$ cat src/hdl/stc_params.svh
// Purpose: Offsets, field positions, reset values and masks of the self-test configuration bank
// Assumes: 8-bit register address, 16-bit register data
// Notes: Definitions only
`ifndef STC_PARAMS_SVH
`define STC_PARAMS_SVH

`define STC_ADDR_W 8
`define STC_DATA_W 16
`define STC_CHANNELS 16

`define STC_OFF_SELF_TEST_CFG 8'h1e
`define STC_OFF_STATUS 8'h40

`define STC_POS_REG_TEST_LSB 8
`define STC_POS_REG_TEST_MSB 11
`define STC_POS_CNT_RST_INHIBIT 7
`define STC_POS_TRIP_SHUTDOWN 6
`define STC_POS_BLEED_SEL 4
`define STC_POS_PUMP_MON_EN 2
`define STC_POS_STACK_MON_EN 0
`define STC_POS_STATUS_ARMED 0
`define STC_POS_STATUS_TRIPPED 1

`define STC_CFG_WRITE_MASK 16'h0fd5
`define STC_CFG_RESET 16'h0000
`define STC_STATUS_RESET 16'h0000

`define STC_MISSED_TIMEOUT_MIN 70

`endif

$ cat src/hdl/stc_pkg.sv
// Purpose: Types shared by the self-test configuration bank
// Assumes: Constants live in stc_params.svh
// Notes: Gray-coded arm states
package stc_pkg;

	typedef enum logic [1:0] {
		ARM_IDLE = 2'b00,
		ARM_ARMED = 2'b01,
		ARM_TRIPPED = 2'b11
	} arm_state_t;

	typedef logic [15:0] chan_vec_t;

endpackage : stc_pkg

$ cat src/hdl/stc_if.sv
// Purpose: Carrier between the bank and its trip and routing helpers
// Assumes: Single clock domain
// Notes: Top drives requests, helpers return registered results
`timescale 1ns/1ps
`default_nettype none
interface stc_if;
	logic arm_set;
	logic shutdown_level;
	logic supply_trip;
	logic armed;
	logic tripped;
	logic shutdown_req;
	logic bleed_sel;
	stc_pkg::chan_vec_t bal_en;
	stc_pkg::chan_vec_t bal_drive;
	stc_pkg::chan_vec_t bleed_drive;

	modport ctrl (
		output arm_set, shutdown_level, supply_trip, bleed_sel, bal_en,
		input armed, tripped, shutdown_req, bal_drive, bleed_drive
	);
	modport trip (
		input arm_set, shutdown_level, supply_trip,
		output armed, tripped, shutdown_req
	);
	modport route (
		input bleed_sel, bal_en,
		output bal_drive, bleed_drive
	);
endinterface : stc_if
`default_nettype wire

$ cat src/hdl/balance_route.sv
// Purpose: Steers each balancing-enable bit to balancing or bleed drive
// Assumes: Enable bits stable per cycle
// Notes: Exactly one destination per channel enabled in the previous cycle, none for a disabled one
`timescale 1ns/1ps
`default_nettype none
`include "stc_params.svh"
module balance_route (
	input wire logic i_clk,
	input wire logic i_rst_n,
	stc_if.route bus
);
	stc_pkg::chan_vec_t bal_q;
	stc_pkg::chan_vec_t bleed_q;

	genvar ch;
	generate
		for (ch = 0; ch < `STC_CHANNELS; ch = ch + 1) begin : g_chan
			always_ff @(posedge i_clk or negedge i_rst_n) begin
				if (!i_rst_n) begin
					bal_q[ch] <= 1'b0;
					bleed_q[ch] <= 1'b0;
				end else begin
					bal_q[ch] <= bus.bal_en[ch] & ~bus.bleed_sel;
					bleed_q[ch] <= bus.bal_en[ch] & bus.bleed_sel;
				end
			end
		end
	endgenerate

	assign bus.bal_drive = bal_q;
	assign bus.bleed_drive = bleed_q;
endmodule : balance_route
`default_nettype wire

$ cat src/hdl/self_test_config_top.sv
// Purpose: Self-test configuration register bank of a battery monitor
// Assumes: Single 200 MHz clock; register port strobes one cycle, read data one cycle later
// Notes: Drives regulator test, counter reset gating, trip arming, bleed routing, monitor enables
//
// Notes on behaviour
// - Bits 15..12 read zero, host writes zero
// - Inhibit bit blocks packet reset of timeout counter
// - Lowered period while inhibited may miss timeout
// - Armed supply trip forces shutdown
// - Arming survives clear; only shutdown disarms
// - Bleed select connects resistors, remaps balancing bits
// - Bleed mode: enable bits drive bleed resistors
// - Bit 2 enables negative pump monitor
// - Bit 0 enables stack voltage monitor
//
// Our own choice: the address-and-strobe port.
`timescale 1ns/1ps
`default_nettype none
`include "stc_params.svh"
module self_test_config_top (
	input wire logic i_clk,
	input wire logic i_rst_n,
	input wire logic [`STC_ADDR_W-1:0] i_addr,
	input wire logic [`STC_DATA_W-1:0] i_wdata,
	input wire logic i_wr,
	input wire logic i_rd,
	output logic [`STC_DATA_W-1:0] o_rdata,
	input wire logic i_valid_packet,
	input wire logic i_supply_trip,
	input wire logic i_in_shutdown,
	input wire logic [`STC_CHANNELS-1:0] i_balance_enable,
	output logic o_comm_counter_reset,
	output logic o_comm_counter_reset_inhibit,
	output logic [3:0] o_regulator_test_ctl,
	output logic o_shutdown_req,
	output logic o_wire_bleed_select,
	output logic [`STC_CHANNELS-1:0] o_balance_drive,
	output logic [`STC_CHANNELS-1:0] o_bleed_drive,
	output logic o_negative_pump_monitor_en,
	output logic o_stack_voltage_monitor_en
);
	logic [`STC_DATA_W-1:0] cfg_q;
	logic [`STC_DATA_W-1:0] rdata_q;
	logic counter_reset_q;
	logic wr_cfg;
	logic rd_cfg;
	logic rd_status;
	logic [`STC_DATA_W-1:0] status_word;
	logic [`STC_DATA_W-1:0] rdata_d;

	stc_if link ();

	assign wr_cfg = i_wr && (i_addr == `STC_OFF_SELF_TEST_CFG);
	assign rd_cfg = i_rd && (i_addr == `STC_OFF_SELF_TEST_CFG);
	assign rd_status = i_rd && (i_addr == `STC_OFF_STATUS);

	// Configuration store; reserved bits never latch
	always_ff @(posedge i_clk or negedge i_rst_n) begin
		if (!i_rst_n) begin
			cfg_q <= `STC_CFG_RESET;
		end else if (wr_cfg) begin
			cfg_q <= i_wdata & `STC_CFG_WRITE_MASK;
		end
	end

	always_comb begin
		status_word = `STC_STATUS_RESET;
		status_word[`STC_POS_STATUS_ARMED] = link.armed;
		status_word[`STC_POS_STATUS_TRIPPED] = link.tripped;
	end

	always_comb begin
		rdata_d = 16'h0000;
		if (rd_cfg) begin
			rdata_d = cfg_q & `STC_CFG_WRITE_MASK;
		end else if (rd_status) begin
			rdata_d = status_word;
		end
	end

	// Read data stands only in the cycle after the strobe
	always_ff @(posedge i_clk or negedge i_rst_n) begin
		if (!i_rst_n) begin
			rdata_q <= 16'h0000;
		end else begin
			rdata_q <= rdata_d;
		end
	end

	// Valid packet restarts the timeout unless inhibited; a period change then may miss it
	always_ff @(posedge i_clk or negedge i_rst_n) begin
		if (!i_rst_n) begin
			counter_reset_q <= 1'b0;
		end else begin
			counter_reset_q <= i_valid_packet & ~cfg_q[`STC_POS_CNT_RST_INHIBIT];
		end
	end

	assign link.arm_set = wr_cfg & i_wdata[`STC_POS_TRIP_SHUTDOWN];
	assign link.shutdown_level = i_in_shutdown;
	assign link.supply_trip = i_supply_trip;
	assign link.bleed_sel = cfg_q[`STC_POS_BLEED_SEL];
	assign link.bal_en = i_balance_enable;

	trip_arm u_trip_arm (
		.i_clk(i_clk),
		.i_rst_n(i_rst_n),
		.bus(link)
	);

	balance_route u_balance_route (
		.i_clk(i_clk),
		.i_rst_n(i_rst_n),
		.bus(link)
	);

	assign o_rdata = rdata_q;
	assign o_comm_counter_reset = counter_reset_q;
	assign o_comm_counter_reset_inhibit = cfg_q[`STC_POS_CNT_RST_INHIBIT];
	assign o_regulator_test_ctl = cfg_q[`STC_POS_REG_TEST_MSB:`STC_POS_REG_TEST_LSB];
	assign o_shutdown_req = link.shutdown_req;
	assign o_wire_bleed_select = cfg_q[`STC_POS_BLEED_SEL];
	assign o_balance_drive = link.bal_drive;
	assign o_bleed_drive = link.bleed_drive;
	assign o_negative_pump_monitor_en = cfg_q[`STC_POS_PUMP_MON_EN];
	assign o_stack_voltage_monitor_en = cfg_q[`STC_POS_STACK_MON_EN];

	// Helper: marks the first cycle after reset release
	logic first_q;
	always_ff @(posedge i_clk or negedge i_rst_n) begin
		if (!i_rst_n) begin
			first_q <= 1'b1;
		end else begin
			first_q <= 1'b0;
		end
	end
endmodule : self_test_config_top
`default_nettype wire

$ cat src/hdl/trip_arm.sv
// Purpose: Sticky arming of shutdown on a digital supply trip
// Assumes: Trip and shutdown levels synchronous to i_clk
// Notes: Arming survives a software clear; only shutdown entry disarms
`timescale 1ns/1ps
`default_nettype none
`include "stc_params.svh"
module trip_arm (
	input wire logic i_clk,
	input wire logic i_rst_n,
	stc_if.trip bus
);
	stc_pkg::arm_state_t state_q, state_d;
	logic shutdown_prev_q;
	logic shutdown_entry;
	logic shutdown_req_q;

	assign shutdown_entry = bus.shutdown_level & ~shutdown_prev_q;

	always_comb begin
		state_d = state_q;
		case (state_q)
			stc_pkg::ARM_IDLE: begin
				if (bus.arm_set) begin
					state_d = stc_pkg::ARM_ARMED;
				end
			end
			stc_pkg::ARM_ARMED: begin
				if (bus.supply_trip) begin
					state_d = stc_pkg::ARM_TRIPPED;
				end else if (shutdown_entry && !bus.arm_set) begin
					state_d = stc_pkg::ARM_IDLE;
				end
			end
			stc_pkg::ARM_TRIPPED: begin
				if (shutdown_entry) begin
					state_d = bus.arm_set ? stc_pkg::ARM_ARMED : stc_pkg::ARM_IDLE;
				end
			end
			default: begin
				state_d = stc_pkg::ARM_IDLE;
			end
		endcase
	end

	always_ff @(posedge i_clk or negedge i_rst_n) begin
		if (!i_rst_n) begin
			state_q <= stc_pkg::ARM_IDLE;
		end else begin
			state_q <= state_d;
		end
	end

	always_ff @(posedge i_clk or negedge i_rst_n) begin
		if (!i_rst_n) begin
			shutdown_prev_q <= 1'b0;
		end else begin
			shutdown_prev_q <= bus.shutdown_level;
		end
	end

	always_ff @(posedge i_clk or negedge i_rst_n) begin
		if (!i_rst_n) begin
			shutdown_req_q <= 1'b0;
		end else begin
			shutdown_req_q <= (state_d == stc_pkg::ARM_TRIPPED);
		end
	end

	assign bus.armed = (state_q != stc_pkg::ARM_IDLE);
	assign bus.tripped = (state_q == stc_pkg::ARM_TRIPPED);
	assign bus.shutdown_req = shutdown_req_q;
endmodule : trip_arm
`default_nettype wire

$ cat config.mk
export PLATFORM = sky130hd
export DESIGN_NAME = self_test_config_top
export DESIGN_NICKNAME = d
export VERILOG_FILES = /design/src/hdl/stc_pkg.sv /design/src/hdl/stc_if.sv /design/src/hdl/balance_route.sv /design/src/hdl/self_test_config_top.sv /design/src/hdl/trip_arm.sv
export VERILOG_INCLUDE_DIRS = /design/src /design/src/hdl
export SDC_FILE = /design/constraint.sdc
export NUM_CORES = 1
export LEC_CHECK = 0
export ABC_AREA = 1
export BUFFER_PORTS_ARGS = -buffer_cell sky130_fd_sc_hd__buf_2
export CORE_UTILIZATION = 28
export DETAILED_ROUTE_END_ITERATION = 6
export RECOVER_POWER = 25
export SETUP_SLACK_MARGIN = 0.15
export SKIP_CTS_REPAIR_TIMING = 1
export SYNTH_ARGS = -nofsm -noshare
export SYNTH_HDL_FRONTEND = slang
export SYNTH_SLANG_ARGS = --single-unit
$ cat constraint.sdc
create_clock -name i_clk -period 1.1 [get_ports i_clk]
set_clock_uncertainty 0.2 [all_clocks]
set_input_delay 0.22 -clock i_clk [delete_from_list [all_inputs] [get_ports i_clk]]
set_output_delay 0.22 -clock i_clk [all_outputs]
set_load 0.02 [all_outputs]
==> results.txt <==
The tools report the worst hold-check slack as -118 ps. For the worst-skew pair, the clock arrives at the later sink with an insertion delay of 300 ps. The number of buffers added by the clock tree synthesis step came out at 5.

After synthesis, the netlist uses 18 different library cells. The floorplan has 31 rows. The die span in y was 88.5 microns. The class of the tightest hold or removal check is primary input to async pin.

The layout has 657 filler cells. The final count of hold timing violations came out at 95. From synthesis to final layout, the design area changed by 68.7%. Across every metal layer, demand over resource in global routing totals 11.2%. In this run the static leakage power is 1.93 nW. The leading area contributor after synthesis was sky130_fd_sc_hd__dfrtp_1. At the worst endpoint, the arrival time is 900 ps.

Setup repair after global routing could not meet its margin everywhere. The smallest clock period supported by the final layout is computed as 1320 ps. The smallest setup slack after layout is -223 ps, and the area share of the largest cell type after synthesis is 66.9%. Once layout is complete, the utilization of the core stands at 48.7%. The wire-length estimate of the detail-placed layout is 3170 microns. The clock network accounts for 34.6% of the total power. Entering global routing, the biggest net connects 57 pins. After synthesis, the cell types taking the most area are sky130_fd_sc_hd__dfrtp_1 (67%), sky130_fd_sc_hd__inv_1 (8.8%), sky130_fd_sc_hd__nand2_1 (8.2%).

The checks that failed: hold timing, setup timing. The count of nets left with antenna violations once routing finished came out at 0. The core outline area came out at 0.00725 sq mm. Synthesis handed over a netlist of 218 instances.

Number of design-rule violations left by the first detailed-router iteration: 31. In this run, the combinational gates consume 13.7% of the power. The flow ran to the end, but the final reports show violations. The buffering stage count on the worst path with inverters included was 1; the internal power contribution was 3.19 mW. The clock transition at the registers of the reported paths was 100 ps; the multi-input combinational cell area was 609 sq um. The tools report the sum of routed wire length over all layers as 5130 microns. STA classifies the critical path startpoint as a register.

TritonCTS built the clock tree. The ratio of final minimum period to clock period was 120%; the net switching share of the total power was 23.8%. The routed layout has 1720 vias.

The weighted congestion at the end of routability-driven global placement was 0.756. The net switching power was 0.999 mW. The cell family contributing the most delay on the critical path is flip-flops. The die covers 0.00783 sq mm.

The initial antenna violation count came out at 0. STA classifies the critical path endpoint as an output pin. The mapped netlist covers 0.00210 sq mm. At the placement stage, the worst setup path has a slack of -302 ps. On the worst path, the slowest cell contributes a delay of 460 ps. The final cell area excluding filler cells was 0.00353 sq mm; the average wire per standard cell was 11.9 microns. From left edge to right edge, the die measures 88.5 microns. The number of nets at the end of the flow was 378. For the number of I/O pins, the log shows 105. The tools report the data required time at the worst endpoint as 680 ps. The count of state elements after synthesis works out to 56. For the global-route wire length before repair, the log shows 6550 microns. VDD sags by at most 0.546 mV. The maximum level of the CTS H-tree is 2. The run gives 1373 as the number of global-route vias before repair. After detailed routing, the number of remaining DRC violations is 0. The cell sitting at the root of the clock tree is a sky130_fd_sc_hd__clkbuf_8. The register area is 0.00140 sq mm, and the initial core utilization is 28.9%.

Along the worst path, the maximum fanout reaches 4. For the sequential power share, the log shows 51.7%. The diode insertion count for antenna repair was 0; the worst-margin pin slew was 759 ps. The tools report the highest clock rate as 756 MHz.

The average instance in the mapped netlist occupies 9.61 sq um. The number of iterations in the first detailed-routing pass came out at 4. The worst setup path is of the register to output pin kind. The clock passes through at most 2 buffers.

The max-slew headroom at the worst pin is 49.4%, and the via count normalized by instance count is 3.99. Buffers placed on the I/O ports in this run total 91. The final setup violation count was 83; the instance area after placement was 0.00273 sq mm. The share of cells above drive strength 1 came out at 49.4%. Global routing finished with a remaining overflow of 0. For the max-cap check violation count, the log shows 0. The clock drives 56 sinks. The tools report the fraction of the yosys area taken by sequential cells as 66.9%.

The final max-slew violation count came out at 0. The power density over the cells came out at 1190 mW/mm^2. Setup total negative slack on the finished layout was measured at -9690 ps. Traced cell by cell, the critical path runs through buf_6. On the critical path, the stage with the largest delay is an instance of sky130_fd_sc_hd__dfrtp_2. During synthesis, Yosys emitted a total of 0 warnings.
cells in the mapped netlist (all sizes together):
library cell   n
and3           1
o21ai          1
nor3           1
nand4          1
a21oi          2
nand3         11
conb           1
nor2          32
clkbuf         1
dfrtp         56
inv           49
buf           15
nand2         47
registers in the layout (all words and copies together) (netlist names):
signal,count
cfg_q,9
u_balance_route.bus.bleed_drive,16
u_trip_arm.state_q,2
o_rdata,10
u_trip_arm.bus.shutdown_req,1
u_trip_arm.shutdown_prev_q,1
u_balance_route.bus.bal_drive,16
o_comm_counter_reset,1
worst paths after layout:
path                                      start                                      endpoint  slack [ps]  cells after the start
max reg2reg                cfg_q[4]$_DFFE_PN0N_    u_balance_route.bus.bal_drive[2]$_DFF_PN0_        -100                      3
max                        cfg_q[4]$_DFFE_PN0N_                           o_wire_bleed_select        -220                      1
min reg2reg                cfg_q[6]$_DFFE_PN0N_                          cfg_q[6]$_DFFE_PN0N_         290                      2
min                                     i_rst_n                          o_rdata[2]$_DFF_PN0_        -120                      2
min in group i_clk          i_balance_enable[4]  u_balance_route.bus.bleed_drive[4]$_DFF_PN0_         -90                      3
max in group asynchronous               i_rst_n                          cfg_q[4]$_DFFE_PN0N_         280                      2
final cells by class:
cell class / instances / area share [%]
inverter: 49 / 5.56
clock inverter: 1 / 0.850
clock buffer: 7 / 2.73
timing repair buffer: 116 / 30.4
tap: 99 / 3.50
sequential: 56 / 39.7
multi-input combinational: 103 / 17.2
per-stage QoR:
step           cells  hold WS, ps  total power, mW
2_1_floorplan    223         -276             2.42
3_3_place_gp     405         45.6             2.60
3_5_place_dp     405         47.7             2.61
4_1_cts          413         -287             4.08
5_1_grt          431        -88.6             4.37
6_report         431         -118             4.19
power by group through the flow:
stage	Sequential, mW	Clock (mW)	Combinational (mW)
5_1_grt	2.18	1.57	0.627
3_5_place_dp	2.19	0	0.417
2_1_floorplan	2.26	0	0.160
6_report	2.17	1.45	0.575
4_1_cts	2.15	1.50	0.419
3_3_place_gp	2.19	0	0.410
cells in the final DEF (no fill, tap or decap), types with 6 or more instances in the layout:
cell type,n
sky130_fd_sc_hd__buf_2,37
sky130_fd_sc_hd__buf_4,7
sky130_fd_sc_hd__buf_6,60
sky130_fd_sc_hd__clkbuf_8,7
sky130_fd_sc_hd__conb_1,6
sky130_fd_sc_hd__dfrtp_1,55
sky130_fd_sc_hd__dlygate4sd3_1,7
sky130_fd_sc_hd__inv_1,43
sky130_fd_sc_hd__nand2_1,35
sky130_fd_sc_hd__nand2_2,10
sky130_fd_sc_hd__nand3_2,9
sky130_fd_sc_hd__nor2_1,18
sky130_fd_sc_hd__nor2_2,8
sky130_fd_sc_hd__nor2_4,6
logic make-up after synthesis:
family | after synthesis | synth area share [%]
buffers and inverters | 65 | 14.0
AND/OR/NAND/NOR | 93 | 18.2
AO/OA/AOI/OAI | 3 | 0.716
other | 1 | 0.179
flip-flops | 56 | 66.9
routing by layer:
| metal | wire length, microns | share of wire (%) | GRT usage [%] | vias to the layer above |
|---|---|---|---|---|
| met5 | 0 | 0 | 0 | - |
| met4 | 61 | 1.2 | 4.40 | 0 |
| met3 | 387 | 7.5 | 3.17 | 6 |
| met2 | 2600 | 51 | 17.3 | 80 |
| met1 | 2080 | 41 | 14.9 | 800 |
| li1 | - | - | - | 834 |
No activity file was read; power rests on OpenSTA's default activity.
